### config.mk
export PLATFORM = sky130hd
export DESIGN_NAME = ctc_core
export DESIGN_NICKNAME = d
export VERILOG_FILES = /design/src/shared/ctc_pkg.sv /design/src/core/ctc_event_sync.sv /design/src/core/ctc_compare_channel.sv /design/src/core/ctc_core.sv
export VERILOG_INCLUDE_DIRS = /design/src /design/src/shared
export SDC_FILE = /design/constraint.sdc
export NUM_CORES = 1
export LEC_CHECK = 0
export BUFFER_PORTS_ARGS = -buffer_cell sky130_fd_sc_hd__buf_4
export CAP_MARGIN = 20
export CORE_MARGIN = 2
export CORE_UTILIZATION = 55
export DETAILED_ROUTE_END_ITERATION = 6
export PLACE_DENSITY = 0.76
export SYNTH_ARGS = -nofsm -noshare
export SYNTH_HDL_FRONTEND = slang
export SYNTH_SLANG_ARGS = --single-unit
export TNS_END_PERCENT = 10
### constraint.sdc
create_clock -name core_clk -period 11.7 [get_ports core_clk]
set_input_delay 1.17 -clock core_clk [delete_from_list [all_inputs] [get_ports core_clk]]
set_output_delay 1.17 -clock core_clk [all_outputs]
set_load 0.01 [all_outputs]
### src/shared/ctc_defines.svh
// constants of the control timer counter core
`ifndef CTC_DEFINES_SVH
`define CTC_DEFINES_SVH

`define CTC_COUNT_W      16
`define CTC_CHAN_N       4
`define CTC_ACT_W        3
`define CTC_CMD_W        3

// event action codes
`define CTC_ACT_OFF      3'h0
`define CTC_ACT_RETRIG   3'h1
`define CTC_ACT_DIR      3'h2
`define CTC_ACT_STOP     3'h3
`define CTC_ACT_START    3'h3
`define CTC_ACT_INC      3'h4
`define CTC_ACT_DEC      3'h4
`define CTC_ACT_COUNT    3'h5
`define CTC_ACT_FAULT    3'h7

// command codes
`define CTC_CMD_NONE     3'h0
`define CTC_CMD_RETRIG   3'h1
`define CTC_CMD_STOP     3'h2
`define CTC_CMD_UPDATE   3'h3

// reset values and count constants
`define CTC_COUNT_RST    16'h0000
`define CTC_CC_RST       16'h0000
`define CTC_ZERO         16'h0000
`define CTC_ONE          16'h0001

`endif

### src/shared/ctc_pkg.sv
// types shared by the control timer counter core
package ctc_pkg;

    typedef enum logic [2:0] {
        normal_frequency_mode,
        match_frequency_mode,
        single_slope_pwm_mode,
        dual_slope_critical_mode,
        dual_slope_zero_mode,
        dual_slope_both_ends_mode,
        dual_slope_top_mode
    } ctc_wave_mode_t;

    typedef enum {
        ctc_stopped,
        ctc_counting
    } ctc_run_t;

endpackage

### src/core/ctc_event_sync.sv
// three-stage synchroniser with agreement filter and rising-edge pulse
`timescale 1ns/1ps
module ctc_event_sync (
    // clock and reset
    input  wire logic core_clk,
    input  wire logic reset,
    // pin side
    input  wire logic pin_in,
    // core side
    output logic      level,
    output logic      rise
);
    logic stage1, stage2, stage3;
    logic next_level, next_rise;

    always_comb begin
        // a change counts once stage2 and stage3 agree
        next_level = level;
        if (stage2 == stage3) begin
            next_level = stage3;
        end
        next_rise = next_level & ~level;
    end

    always_ff @(posedge core_clk) begin
        if (reset) begin
            stage1 <= 1'b0;
            stage2 <= 1'b0;
            stage3 <= 1'b0;
            level  <= 1'b0;
            rise   <= 1'b0;
        end else begin
            stage1 <= pin_in;
            stage2 <= stage1;
            stage3 <= stage2;
            level  <= next_level;
            rise   <= next_rise;
        end
    end
endmodule

### src/core/ctc_compare_channel.sv
// one compare channel: buffer, match and waveform
`timescale 1ns/1ps
`include "ctc_defines.svh"
module ctc_compare_channel import ctc_pkg::*; (
    // clock and reset
    input  wire logic                    core_clk,
    input  wire logic                    reset,
    // counter state
    input  wire logic [`CTC_COUNT_W-1:0] count_value,
    input  wire logic [`CTC_COUNT_W-1:0] top_value,
    input  wire logic                    count_fire,
    input  wire logic                    going_down,
    input  wire ctc_wave_mode_t          waveform_mode_select,
    // buffer control
    input  wire logic                    buffer_write,
    input  wire logic [`CTC_COUNT_W-1:0] buffer_data,
    input  wire logic                    update_point,
    input  wire logic                    lock_buffer_update,
    input  wire logic                    force_update,
    // output drive
    input  wire logic                    fault_active,
    input  wire logic                    fault_override_enable,
    input  wire logic                    fault_override_value,
    input  wire logic                    output_invert_enable,
    // results
    output logic [`CTC_COUNT_W-1:0]      compare_value,
    output logic                         match,
    output logic                         channel_wave_output
);
    logic [`CTC_COUNT_W-1:0] compare_value_buffer, next_buffer, next_cc;
    logic                    buffer_valid, next_valid;
    logic                    wave, next_wave, next_out;

    always_comb begin
        next_buffer = compare_value_buffer;
        next_valid  = buffer_valid;
        next_cc     = compare_value;
        if ((update_point && !lock_buffer_update && buffer_valid)
                || force_update) begin // [RULE_16]
            next_cc    = compare_value_buffer;
            next_valid = 1'b0;
        end
        // a write in the same cycle waits for the next update
        if (buffer_write) begin
            next_buffer = buffer_data;
            next_valid  = 1'b1;
        end
        match = count_fire && (count_value == compare_value); // [RULE_17]
        next_wave = wave;
        unique case (waveform_mode_select)
            normal_frequency_mode, match_frequency_mode: begin
                if (match) begin
                    next_wave = ~wave; // [RULE_20]
                end
            end
            single_slope_pwm_mode: begin
                if (!going_down) begin
                    if (count_fire && count_value == top_value) begin
                        next_wave = 1'b1;
                    end else if (match) begin
                        next_wave = 1'b0;
                    end
                end else begin
                    if (count_fire && count_value == `CTC_ZERO) begin
                        next_wave = 1'b0;
                    end else if (match) begin
                        next_wave = 1'b1;
                    end
                end
            end
            default: begin
                // dual slope: set on the rising ramp, clear on the falling
                if (match) begin
                    next_wave = !going_down;
                end
            end
        endcase
        if (fault_active && fault_override_enable) begin
            next_out = fault_override_value; // [RULE_14]
        end else begin
            next_out = next_wave ^ output_invert_enable;
        end
    end

    always_ff @(posedge core_clk) begin
        if (reset) begin
            compare_value_buffer <= `CTC_CC_RST;
            buffer_valid         <= 1'b0;
            compare_value        <= `CTC_CC_RST;
            wave                 <= 1'b0;
            channel_wave_output  <= 1'b0;
        end else begin
            compare_value_buffer <= next_buffer;
            buffer_valid         <= next_valid;
            compare_value        <= next_cc;
            wave                 <= next_wave;
            channel_wave_output  <= next_out;
        end
    end
endmodule

### src/core/ctc_core.sv
// counter core of the control timer
//
// What this block does
// [RULE_01] software count write wins, anytime
// [RULE_02] start at ZERO up, TOP down
// [RULE_03] stop command code 2 stops counter
// [RULE_04] input1 action 3 pauses counter
// [RULE_05] retrigger clears or reloads, sets flag
// [RULE_06] retrigger emits event when enabled
// [RULE_07] retrigger while stopped resumes from count
// [RULE_08] retrigger action: enable waits for event
// [RULE_09] input0 start action starts once only
// [RULE_10] input0 count action: events step counter
// [RULE_11] input1 direction action: level sets direction
// [RULE_12] input0 increment action counts up
// [RULE_13] input1 decrement action counts down
// [RULE_14] fault action stops, forces channel outputs
// [RULE_15] all actions off: enable starts counting
// [RULE_16] buffer copies at update or force
// [RULE_17] match sets flag, optional event
// [RULE_18] seven modes; TOP from channel 0 or period
// [RULE_19] update at ZERO dual, else wrap
// [RULE_20] normal frequency: toggle on match
// [RULE_21] wrap flag and event per mode
// [RULE_22] software keeps events off waveform channels
// [RULE_23] direction zero up, one down
// [RULE_24] up wraps to zero, down reloads TOP
// [RULE_25] stopped counter holds, ignores ticks
`timescale 1ns/1ps
`include "ctc_defines.svh"
module ctc_core import ctc_pkg::*; (
    // clock and reset
    input  wire logic                    core_clk,
    input  wire logic                    reset,
    // control
    input  wire logic                    enable,
    input  wire logic                    cmd_valid,
    input  wire logic [`CTC_CMD_W-1:0]   cmd_code,
    input  wire logic                    dir_set,
    input  wire logic                    dir_clear,
    input  wire logic                    count_write,
    input  wire logic [`CTC_COUNT_W-1:0] count_write_data,
    input  wire logic                    prescale_tick,
    // configuration
    input  wire ctc_wave_mode_t          waveform_mode_select,
    input  wire logic [`CTC_ACT_W-1:0]   input0_event_action,
    input  wire logic [`CTC_ACT_W-1:0]   input1_event_action,
    input  wire logic [`CTC_COUNT_W-1:0] cycle_length_value,
    input  wire logic                    lock_buffer_update,
    input  wire logic                    circular_buffer_enable,
    input  wire logic                    retrigger_event_out_enable,
    input  wire logic                    wrap_event_out_enable,
    input  wire logic [`CTC_CHAN_N-1:0]  channel_match_event_enable,
    input  wire logic [`CTC_CHAN_N-1:0]  fault_override_enable,
    input  wire logic [`CTC_CHAN_N-1:0]  fault_override_value,
    input  wire logic [`CTC_CHAN_N-1:0]  output_invert_enable,
    // compare buffer writes
    input  wire logic [`CTC_CHAN_N-1:0]  buffer_write,
    input  wire logic [`CTC_COUNT_W-1:0] buffer_data,
    // flag clears
    input  wire logic                    wrap_flag_clear,
    input  wire logic                    retrigger_flag_clear,
    input  wire logic [`CTC_CHAN_N-1:0]  channel_match_flag_clear,
    input  wire logic                    fault_clear,
    // event inputs
    input  wire logic                    event_input_zero,
    input  wire logic                    event_input_one,
    // status
    output logic [`CTC_COUNT_W-1:0]      count_value,
    output logic                         direction,
    output logic                         running,
    output logic                         fault_active,
    output logic                         wrap_flag,
    output logic                         retrigger_flag,
    output logic [`CTC_CHAN_N-1:0]       channel_match_flag,
    // event and waveform outputs
    output logic                         wrap_event_out,
    output logic                         retrigger_event_out,
    output logic [`CTC_CHAN_N-1:0]       channel_match_event_out,
    output logic [`CTC_CHAN_N-1:0]       channel_wave_output
);
    logic                    ev0_level, ev0_rise, ev1_level, ev1_rise;
    ctc_run_t                run_state, next_run_state;
    logic [`CTC_COUNT_W-1:0] next_count, top_value;
    logic                    slope_down, next_slope_down;
    logic                    next_direction, going_down;
    logic                    enable_seen, next_fault;
    logic                    next_wrap_flag, next_retrigger_flag;
    logic [`CTC_CHAN_N-1:0]  next_match_flag, match;
    logic                    do_retrigger, do_stop, do_start, count_fire;
    logic                    hit_top, hit_zero, wrap_point, update_point;
    logic                    force_update, step_inc, step_dec, dual_slope;
    logic                    waits_for_event;
    logic [`CTC_COUNT_W-1:0] compare_value [`CTC_CHAN_N];

    function automatic logic [`CTC_COUNT_W-1:0] step_by_one(
        input logic [`CTC_COUNT_W-1:0] value,
        input logic                    down
    );
        if (down) begin
            step_by_one = value - `CTC_ONE;
        end else begin
            step_by_one = value + `CTC_ONE;
        end
    endfunction

    ctc_event_sync u_sync_zero (
        .core_clk (core_clk),
        .reset    (reset),
        .pin_in   (event_input_zero),
        .level    (ev0_level),
        .rise     (ev0_rise)
    );

    ctc_event_sync u_sync_one (
        .core_clk (core_clk),
        .reset    (reset),
        .pin_in   (event_input_one),
        .level    (ev1_level),
        .rise     (ev1_rise)
    );

    genvar ch;
    generate
        for (ch = 0; ch < `CTC_CHAN_N; ch++) begin : g_chan
            ctc_compare_channel u_chan (
                .core_clk              (core_clk),
                .reset                 (reset),
                .count_value           (count_value),
                .top_value             (top_value),
                .count_fire            (count_fire),
                .going_down            (going_down),
                .waveform_mode_select  (waveform_mode_select),
                .buffer_write          (buffer_write[ch]),
                .buffer_data           (buffer_data),
                .update_point          (update_point),
                .lock_buffer_update    (lock_buffer_update),
                .force_update          (force_update),
                .fault_active          (fault_active),
                .fault_override_enable (fault_override_enable[ch]),
                .fault_override_value  (fault_override_value[ch]),
                .output_invert_enable  (output_invert_enable[ch]),
                .compare_value         (compare_value[ch]),
                .match                 (match[ch]),
                .channel_wave_output   (channel_wave_output[ch])
            );
        end
    endgenerate

    always_comb begin
        dual_slope = waveform_mode_select inside {dual_slope_critical_mode,
            dual_slope_zero_mode, dual_slope_both_ends_mode,
            dual_slope_top_mode};
        if (waveform_mode_select == match_frequency_mode) begin
            top_value = compare_value[0]; // [RULE_18]
        end else begin
            top_value = cycle_length_value; // [RULE_18]
        end
        going_down = dual_slope ? slope_down : direction; // [RULE_23]

        force_update = cmd_valid && cmd_code == `CTC_CMD_UPDATE;
        do_retrigger = enable && ((cmd_valid && cmd_code == `CTC_CMD_RETRIG)
            || (ev0_rise && input0_event_action == `CTC_ACT_RETRIG)
            || (ev1_rise && input1_event_action == `CTC_ACT_RETRIG)); // [RULE_05]
        do_stop = (cmd_valid && cmd_code == `CTC_CMD_STOP) // [RULE_03]
            || (ev1_rise && input1_event_action == `CTC_ACT_STOP); // [RULE_04]
        next_fault = fault_active && !fault_clear;
        if ((ev0_rise && input0_event_action == `CTC_ACT_FAULT)
                || (ev1_rise && input1_event_action == `CTC_ACT_FAULT)) begin
            next_fault = 1'b1; // [RULE_14]
            do_stop    = 1'b1; // [RULE_14]
        end
        do_start = enable && run_state == ctc_stopped && ev0_rise
            && input0_event_action == `CTC_ACT_START; // [RULE_09]
        waits_for_event = input0_event_action == `CTC_ACT_RETRIG
            || input1_event_action == `CTC_ACT_RETRIG
            || input0_event_action == `CTC_ACT_START; // [RULE_08] [RULE_09]

        if (input0_event_action == `CTC_ACT_COUNT) begin
            count_fire = ev0_rise; // [RULE_10]
        end else begin
            count_fire = prescale_tick;
        end
        step_inc = ev0_rise && input0_event_action == `CTC_ACT_INC;
        step_dec = ev1_rise && input1_event_action == `CTC_ACT_DEC;
        count_fire = count_fire && run_state == ctc_counting; // [RULE_25]

        next_direction = direction;
        if (dir_set) begin
            next_direction = 1'b1;
        end else if (dir_clear) begin
            next_direction = 1'b0;
        end
        if (input1_event_action == `CTC_ACT_DIR) begin
            next_direction = ev1_level; // [RULE_11]
        end

        hit_top  = count_fire && !going_down && count_value >= top_value;
        hit_zero = count_fire && going_down && count_value == `CTC_ZERO;
        next_count      = count_value;
        next_slope_down = slope_down;
        next_run_state  = run_state;
        wrap_point      = 1'b0;
        update_point    = 1'b0;

        if (count_fire) begin
            if (dual_slope) begin
                if (hit_top) begin
                    next_slope_down = 1'b1;
                    next_count      = step_by_one(count_value, 1'b1);
                    wrap_point = waveform_mode_select
                        inside {dual_slope_both_ends_mode,
                                dual_slope_top_mode}; // [RULE_21]
                    update_point = circular_buffer_enable && waveform_mode_select
                        == dual_slope_both_ends_mode; // [RULE_21]
                end else if (hit_zero) begin
                    next_slope_down = 1'b0;
                    next_count      = step_by_one(count_value, 1'b0);
                    wrap_point = waveform_mode_select
                        != dual_slope_top_mode; // [RULE_21]
                    update_point = 1'b1; // [RULE_19]
                end else begin
                    next_count = step_by_one(count_value, slope_down);
                end
            end else if (hit_top) begin
                next_count   = `CTC_ZERO; // [RULE_24]
                wrap_point   = 1'b1; // [RULE_24]
                update_point = 1'b1; // [RULE_19]
            end else if (hit_zero) begin
                next_count   = top_value; // [RULE_24]
                wrap_point   = 1'b1; // [RULE_24]
                update_point = 1'b1; // [RULE_19]
            end else begin
                next_count = step_by_one(count_value, direction);
            end
        end else if (run_state == ctc_counting && (step_inc || step_dec)) begin
            // opposite requests in one cycle cancel out
            if (step_inc && !step_dec) begin
                next_count = step_by_one(count_value, 1'b0); // [RULE_12]
            end else if (step_dec && !step_inc) begin
                next_count = step_by_one(count_value, 1'b1); // [RULE_13]
            end
        end

        if (do_retrigger) begin
            if (run_state == ctc_counting) begin
                // retrigger restarts the cycle from its starting end
                next_count      = direction ? top_value : `CTC_ZERO; // [RULE_05]
                next_slope_down = 1'b0;
                update_point    = !dual_slope; // [RULE_19]
            end
            next_run_state = ctc_counting; // [RULE_07]
        end
        if (do_start) begin
            next_run_state = ctc_counting; // [RULE_09]
        end
        if (enable && !enable_seen) begin
            if (!waits_for_event) begin
                next_run_state = ctc_counting; // [RULE_15]
            end
            if (direction && count_value == `CTC_ZERO) begin
                next_count = top_value; // [RULE_02]
            end
        end
        if (do_stop || !enable) begin
            next_run_state = ctc_stopped; // [RULE_25]
        end
        if (count_write) begin
            next_count = count_write_data; // [RULE_01]
        end

        // a set in the same cycle as a clear wins
        next_wrap_flag = (wrap_flag && !wrap_flag_clear) || wrap_point;
        next_retrigger_flag = (retrigger_flag && !retrigger_flag_clear)
            || (do_retrigger && run_state == ctc_counting); // [RULE_05]
        next_match_flag = (channel_match_flag & ~channel_match_flag_clear)
            | match; // [RULE_17]
    end

    always_ff @(posedge core_clk) begin
        if (reset) begin
            run_state               <= ctc_stopped;
            count_value             <= `CTC_COUNT_RST;
            slope_down              <= 1'b0;
            direction               <= 1'b0;
            enable_seen             <= 1'b0;
            running                 <= 1'b0;
            fault_active            <= 1'b0;
            wrap_flag               <= 1'b0;
            retrigger_flag          <= 1'b0;
            channel_match_flag      <= '0;
            wrap_event_out          <= 1'b0;
            retrigger_event_out     <= 1'b0;
            channel_match_event_out <= '0;
        end else begin
            run_state               <= next_run_state;
            count_value             <= next_count;
            slope_down              <= next_slope_down;
            direction               <= next_direction;
            enable_seen             <= enable;
            running                 <= next_run_state == ctc_counting;
            fault_active            <= next_fault;
            wrap_flag               <= next_wrap_flag;
            retrigger_flag          <= next_retrigger_flag;
            channel_match_flag      <= next_match_flag;
            wrap_event_out          <= wrap_point && wrap_event_out_enable;
            retrigger_event_out     <= do_retrigger
                && retrigger_event_out_enable; // [RULE_06]
            channel_match_event_out <= match
                & channel_match_event_enable; // [RULE_17]
        end
    end
endmodule

; Word level (Yosys, flattened, before mapping)
; Cells that the tools add are included.
[totals]
register_bits = 215
in_bits = 101
[classes]
n_addsub = 2
magnitude_cmp = 1
eq_ne = 29
muxes = 93
n_bitwise = 16
n_reduce_logical = 81
[ops]
columns = operator, count
row1 = two-way mux 16 bit, 18
row2 = two-way mux 32 bit, 5
row3 = equality test 16 bit, 5
row4 = two-way mux 1 bit, 66
row5 = "equality test 32 x 2 -> 1 bit, second input constant", 2
row6 = logical AND 1 bit, 46
row7 = logical NOT 32 bit, 1
row8 = "equality test 3 bit, second input constant", 8
row9 = "equality test 3 x 2 -> 1 bit, second input constant", 7
row10 = "adder 16 x 1 -> 16 bit, second input constant", 1
row11 = greater-or-equal comparator 16 bit, 1
row12 = logical NOT 16 bit, 1
row13 = "subtractor 16 x 1 -> 16 bit, second input constant", 1
row14 = logical OR 1 bit, 14
row15 = "equality test 3 x 1 -> 1 bit, second input constant", 4
row16 = logical NOT 1 bit, 10
row17 = nonzero test 2 bit, 5
row18 = bitwise AND 4 bit, 2
row19 = one-hot mux 1 bit (2 select lines), 4
row20 = inverter 1 bit, 6
row21 = inverter 4 bit, 1
row22 = OR 4 bit, 1
row23 = nonzero test 4 bit, 1
row24 = XOR 1 bit, 4
row25 = other kinds (6), 8

; Depth between registers and ports, before layout
[depth]
depth_word = 16
depth_mapped = 18
depth_no_buf = 13

; Cells and area by module
; From an unflattened synthesis, not the netlist that was laid out.
[unflattened]
hier_cells = 1473
hier_area_um2 = 12715.9
[by_module_without_submodules]
columns = mod, n_inst, cells_each, area_per_inst_um2
row1 = ctc_compare_channel, 4, 192, 1778.0
row2 = ctc_core, 1, 681, 5306.3
row3 = ctc_event_sync, 2, 12, 148.9

; Worst setup path after synthesis
; OpenSTA, ideal clock, no wires.
[synth_path]
path_type = input -> register
start = in waveform_mode_select[2]
end = reg g_chan[0].u_chan.compare_value[10]
t_arrival_ns = 4.912
required_time_ns = 11.572
path_slack_ns = 6.661
cell_stages = 18
n_path_buf = 5
path_cell_list = buf_2 > nor3b_1 > buf_2 > buf_1 > mux2_2 > inv_1 > ha_1 > nand4_1 > nor4_1 > and3b_1 > a22oi_1 > a2111oi_0 > a311oi_2 > a21o_1 > buf_6 > buf_6 > mux2i_1 > nor2_1
[synth_via]
elab_chain_len = 14
[synth_rtl]
columns = item, line
row1 = start: declaration, ctc_core.sv:45  ; input wire ctc_wave_mode_t waveform_mode_select,
row2 = branches (longest 10 deep; another with greater-or-equal comparator 16 bit), n/a
row3 = two-way mux 1 bit (*), ctc_core.sv:245  ; if (do_retrigger) begin
row4 = logical AND 1 bit (*) (2 in a row), ctc_compare_channel.sv:38  ; if ((update_point && !lock_buffer_update && buffer_valid)
row5 = logical OR 1 bit (*), ctc_compare_channel.sv:39  ; || force_update) begin
row6 = end signal: assignment, ctc_compare_channel.sv:89  ; compare_value <= `CTC_CC_RST;
row7 = end signal: assignment, ctc_compare_channel.sv:95  ; compare_value <= next_cc;
row8 = end: declaration, ctc_compare_channel.sv:26  ; output logic [`CTC_COUNT_W-1:0] compare_value,
; Every way passes the cells marked *.
; A chain may end at the register's enable or synchronous reset.

; Final worst setup path
[layout_path]
start = in waveform_mode_select[2]
end = reg g_chan[1].u_chan.compare_value[15]
[layout_via]
elab_chain_len = 14
[layout_rtl]
columns = item, line
row1 = branches (longest 10 deep; another with greater-or-equal comparator 16 bit), n/a
row2 = two-way mux 1 bit (*), ctc_core.sv:245
row3 = logical AND 1 bit (*) (2 in a row), ctc_compare_channel.sv:38
row4 = logical OR 1 bit (*), ctc_compare_channel.sv:39
row5 = end signal: assignment, ctc_compare_channel.sv:89
row6 = end signal: assignment, ctc_compare_channel.sv:95
row7 = end: declaration, ctc_compare_channel.sv:26
; Marked as above.

==> results.toml <==
[status]
outcome = "complete, but fails checks"
violations = "DRC"

[layout]
drive_above_1_share = 0.154
final_util = 0.658
regArea_um2 = 4300
fin_nets = 1535
antenna_cells = 0
final_common_cell = "dfxtp_1"
most-common-layout-cells = "dfxtp_1 (215), nor2_1 (200), buf_4 (163)"
multi_input_area_um2 = 6620
synthToLayoutAreaGrowth_pct = 17.0
fillCellCount = 1678

[synth]
synth_top_family_by_area = "simple AND/OR/NAND/NOR gates"
yosys.area_share.simple = 0.208
synth_top_area_frac = 0.377
synth_edf_count = 0
ys_seq_elements = 215
synth_cell_types = 69
seq_area_frac_synth = 0.377
synth.area.top_cells = "dfxtp_1 (38%), mux2i_1 (14%), nor2_1 (6.6%), xnor2_1 (6.0%), a21oi_1 (3.1%)"
syn_inst = 1319
synth-main-ff-cell = "dfxtp_1"
synth-adder-area-share = 0.0274
yosys_warnings = 0
synth_area_um2 = 11400
yosysTopAreaCell = "dfxtp_1"
synth-async-reset-ratio = 0
synthMuxAreaShare = 0.144
synth.avg_cell_area_um2 = 8.66
syn_nets = 1445
synth_compound_area_frac = 0.129
synth-xor-area-share = 0.0690

[detailed_routing]
drtIter0Drc = 1098
antenna_left = 0
drc = 1
routed_wl_mm = 35.5
dr.pass1.iters = 7
wl_per_cell_um = 20.9
vias_per_cell = 6.14
vias = 10405

[grt]
grt_max_degree = 78
globalRouteTotalUtil = 0.315
grt_pass1_wl_mm = 54.4
grt_pass1_vias = 9804
gr-total-overflow = 0
antenna_found_initial = 0

[timing]
period_needed_ps = 5190
slew_violations = 0
finClkSkew_ps = 11.4
tightestPinTransition_ps = 1150
fin_crit_sh = 0.444
max_clock_freq_ghz = 0.193
rsz0062_at_grt = "no"
tns_ps = 0
hold_violations = 0
maxSlewHeadroom = 0.227
setup_viol = 0

[place]
gp_congestion = 0.978
portBuffers = 135
hpwl_mm = 24.0

[hold_path]
hold_path.class = "flop to flop"
whs_path_depth = 1

[clocking]
cts_tree = "built"
ctsResizeCount = 0
cts_max_level = 1
cts.sinks = 215
cts.clk_slew.worst_paths_ps = 60
root_buffer = "clkbuf_16"
clkLatencyLatePin_ps = 540
cts_setup_buffers = 0
cts_hold_buf = 0
clock_path_buffers = 3
numCtsBuffers = 23

[floorplan]
die_w_um = 148
dieHeight_um = 148
die-area_um2 = 21900
core_um2 = 20300
start_util = 0.563
row_count = 52
io_pins = 136

[power_and_ir_drop]
clockPowerShare = 0.420
swShare = 0.269
comb_power_share = 0.150
p_sw_uw = 484
irDropWorstVdd_uv = 101
seqPwrFrac = 0.430
power.internal_mw = 1.32
power_leakage_nw = 5.30
powerDensity_nw_per_um2 = 135

[worst_setup_path]
crit_arrival_ps = 5570
cp_max_fo = 17
critPathRequiredTime_ps = 12080
start_kind = "input port"
critPathCaptureType = "flop"
worstRegToRegCells = 10
worstSetupPathType = "input port to flop"

[job]
max-cap-violations = 0
-- power by group through the flow --
stage	sequential, mW	combinational, mW	clock, mW
2_1_floorplan	0.785	0.168	0
3_3_place_gp	0.789	0.257	0
5_1_grt	0.776	0.291	0.794
3_5_place_dp	0.789	0.260	0
4_1_cts	0.773	0.262	0.762
6_report	0.774	0.270	0.757
-- registers in the layout, summed over array words and instances (netlist names), 4 cells and up --
name / flops
g_chan.u_chan.compare_value: 64
g_chan.u_chan.compare_value_buffer: 64
run_state: 32
count_value: 16
channel_match_event_out: 4
channel_match_flag: 4
g_chan.u_chan.buffer_valid: 4
g_chan.u_chan.channel_wave_output: 4
g_chan.u_chan.wave: 4
-- cells in the mapped netlist, drive strengths merged (4+ instances only) --
| cell type | number |
|---|---|
| o2bb2ai | 4 |
| or4b | 4 |
| a31oi | 12 |
| a22oi | 5 |
| nor2b | 10 |
| clkbuf | 72 |
| a211oi | 7 |
| nor4 | 20 |
| nand4 | 34 |
| o211ai | 8 |
| nor3b | 7 |
| o31ai | 4 |
| dfxtp | 215 |
| o221ai | 10 |
| nand3 | 29 |
| a2111oi | 5 |
| nor3 | 26 |
| ha | 25 |
| nor4bb | 5 |
| and3 | 10 |
| mux2i | 158 |
| and2 | 33 |
| a2bb2oi | 6 |
| or3 | 10 |
| buf | 27 |
| xor2 | 12 |
| o21ai | 53 |
| o22ai | 8 |
| xnor2 | 78 |
| nor2 | 201 |
| or4 | 4 |
| inv | 17 |
| a221o | 4 |
| mux2 | 6 |
| a21o | 6 |
| nand2b | 13 |
| a21oi | 71 |
| nand2 | 67 |
-- path summary, 6_finish.rpt --
check | from | endpoint | slack, ps
min reg2reg | u_sync_one.stage1 | u_sync_one.stage2 | 430
min | u_sync_one.stage1 | u_sync_one.stage2 | 430
max | waveform_mode_select[2] | g_chan[1].u_chan.compare_value[15] | 6510
max reg2reg | count_value[14] | g_chan[1].u_chan.compare_value[15] | 7380
-- cell type report --
type                    count  share of cell area
clock inverters             9             0.00927
repair buffers            164              0.0936
inverters                  17             0.00477
multi-input cells         988               0.495
flip-flops and latches    215               0.322
clock buffers              32              0.0501
well taps                 270              0.0253
-- worst max-delay path, stage by stage --
cell	delay, ps
buf_4	150
nor3b_2	170
buf_4	300
mux2i_1	560
ha_1	230
nand4_1	150
nor4_1	540
and3b_1	270
a22o_1	210
o21ai_0	110
a311oi_2	540
a21o_1	790
mux2i_1	290
nor2_1	80
-- layer usage --
| layer | vias to the layer above | track usage | wire (µm) |
|---|---|---|---|
| li1 | 4855 | - | - |
| met1 | 4815 | 0.423 | 14700 |
| met2 | 598 | 0.478 | 15200 |
| met3 | 137 | 0.0669 | 3790 |
| met4 | 0 | 0.160 | 1820 |
| met5 | - | 0 | 0 |
-- metrics by stage --
| step | cell area (µm²) | hold WS, ps | total power, mW | setup WS [ps] | instances |
|---|---|---|---|---|---|
| detailed placement | 12500 | 424 | 1.05 | 6100 | 1653 |
| floorplan | 11400 | 414 | 0.953 | 6660 | 1319 |
| global route | 13400 | 464 | 1.86 | 6280 | 1695 |
| global placement | 12500 | 419 | 1.05 | 6240 | 1653 |
| finish | 13400 | 434 | 1.80 | 6510 | 1695 |
| CTS | 13300 | 438 | 1.80 | 6620 | 1694 |
-- cell families after synthesis --
kind of cell / after synthesis
adder cells (fa/ha/maj): 25
flip-flops: 215
XOR/XNOR: 90
AO/OA/AOI/OAI: 229
buffers and inverters: 116
multiplexers: 164
AND/OR/NAND/NOR: 480
(Power assumes the default switching activity.)
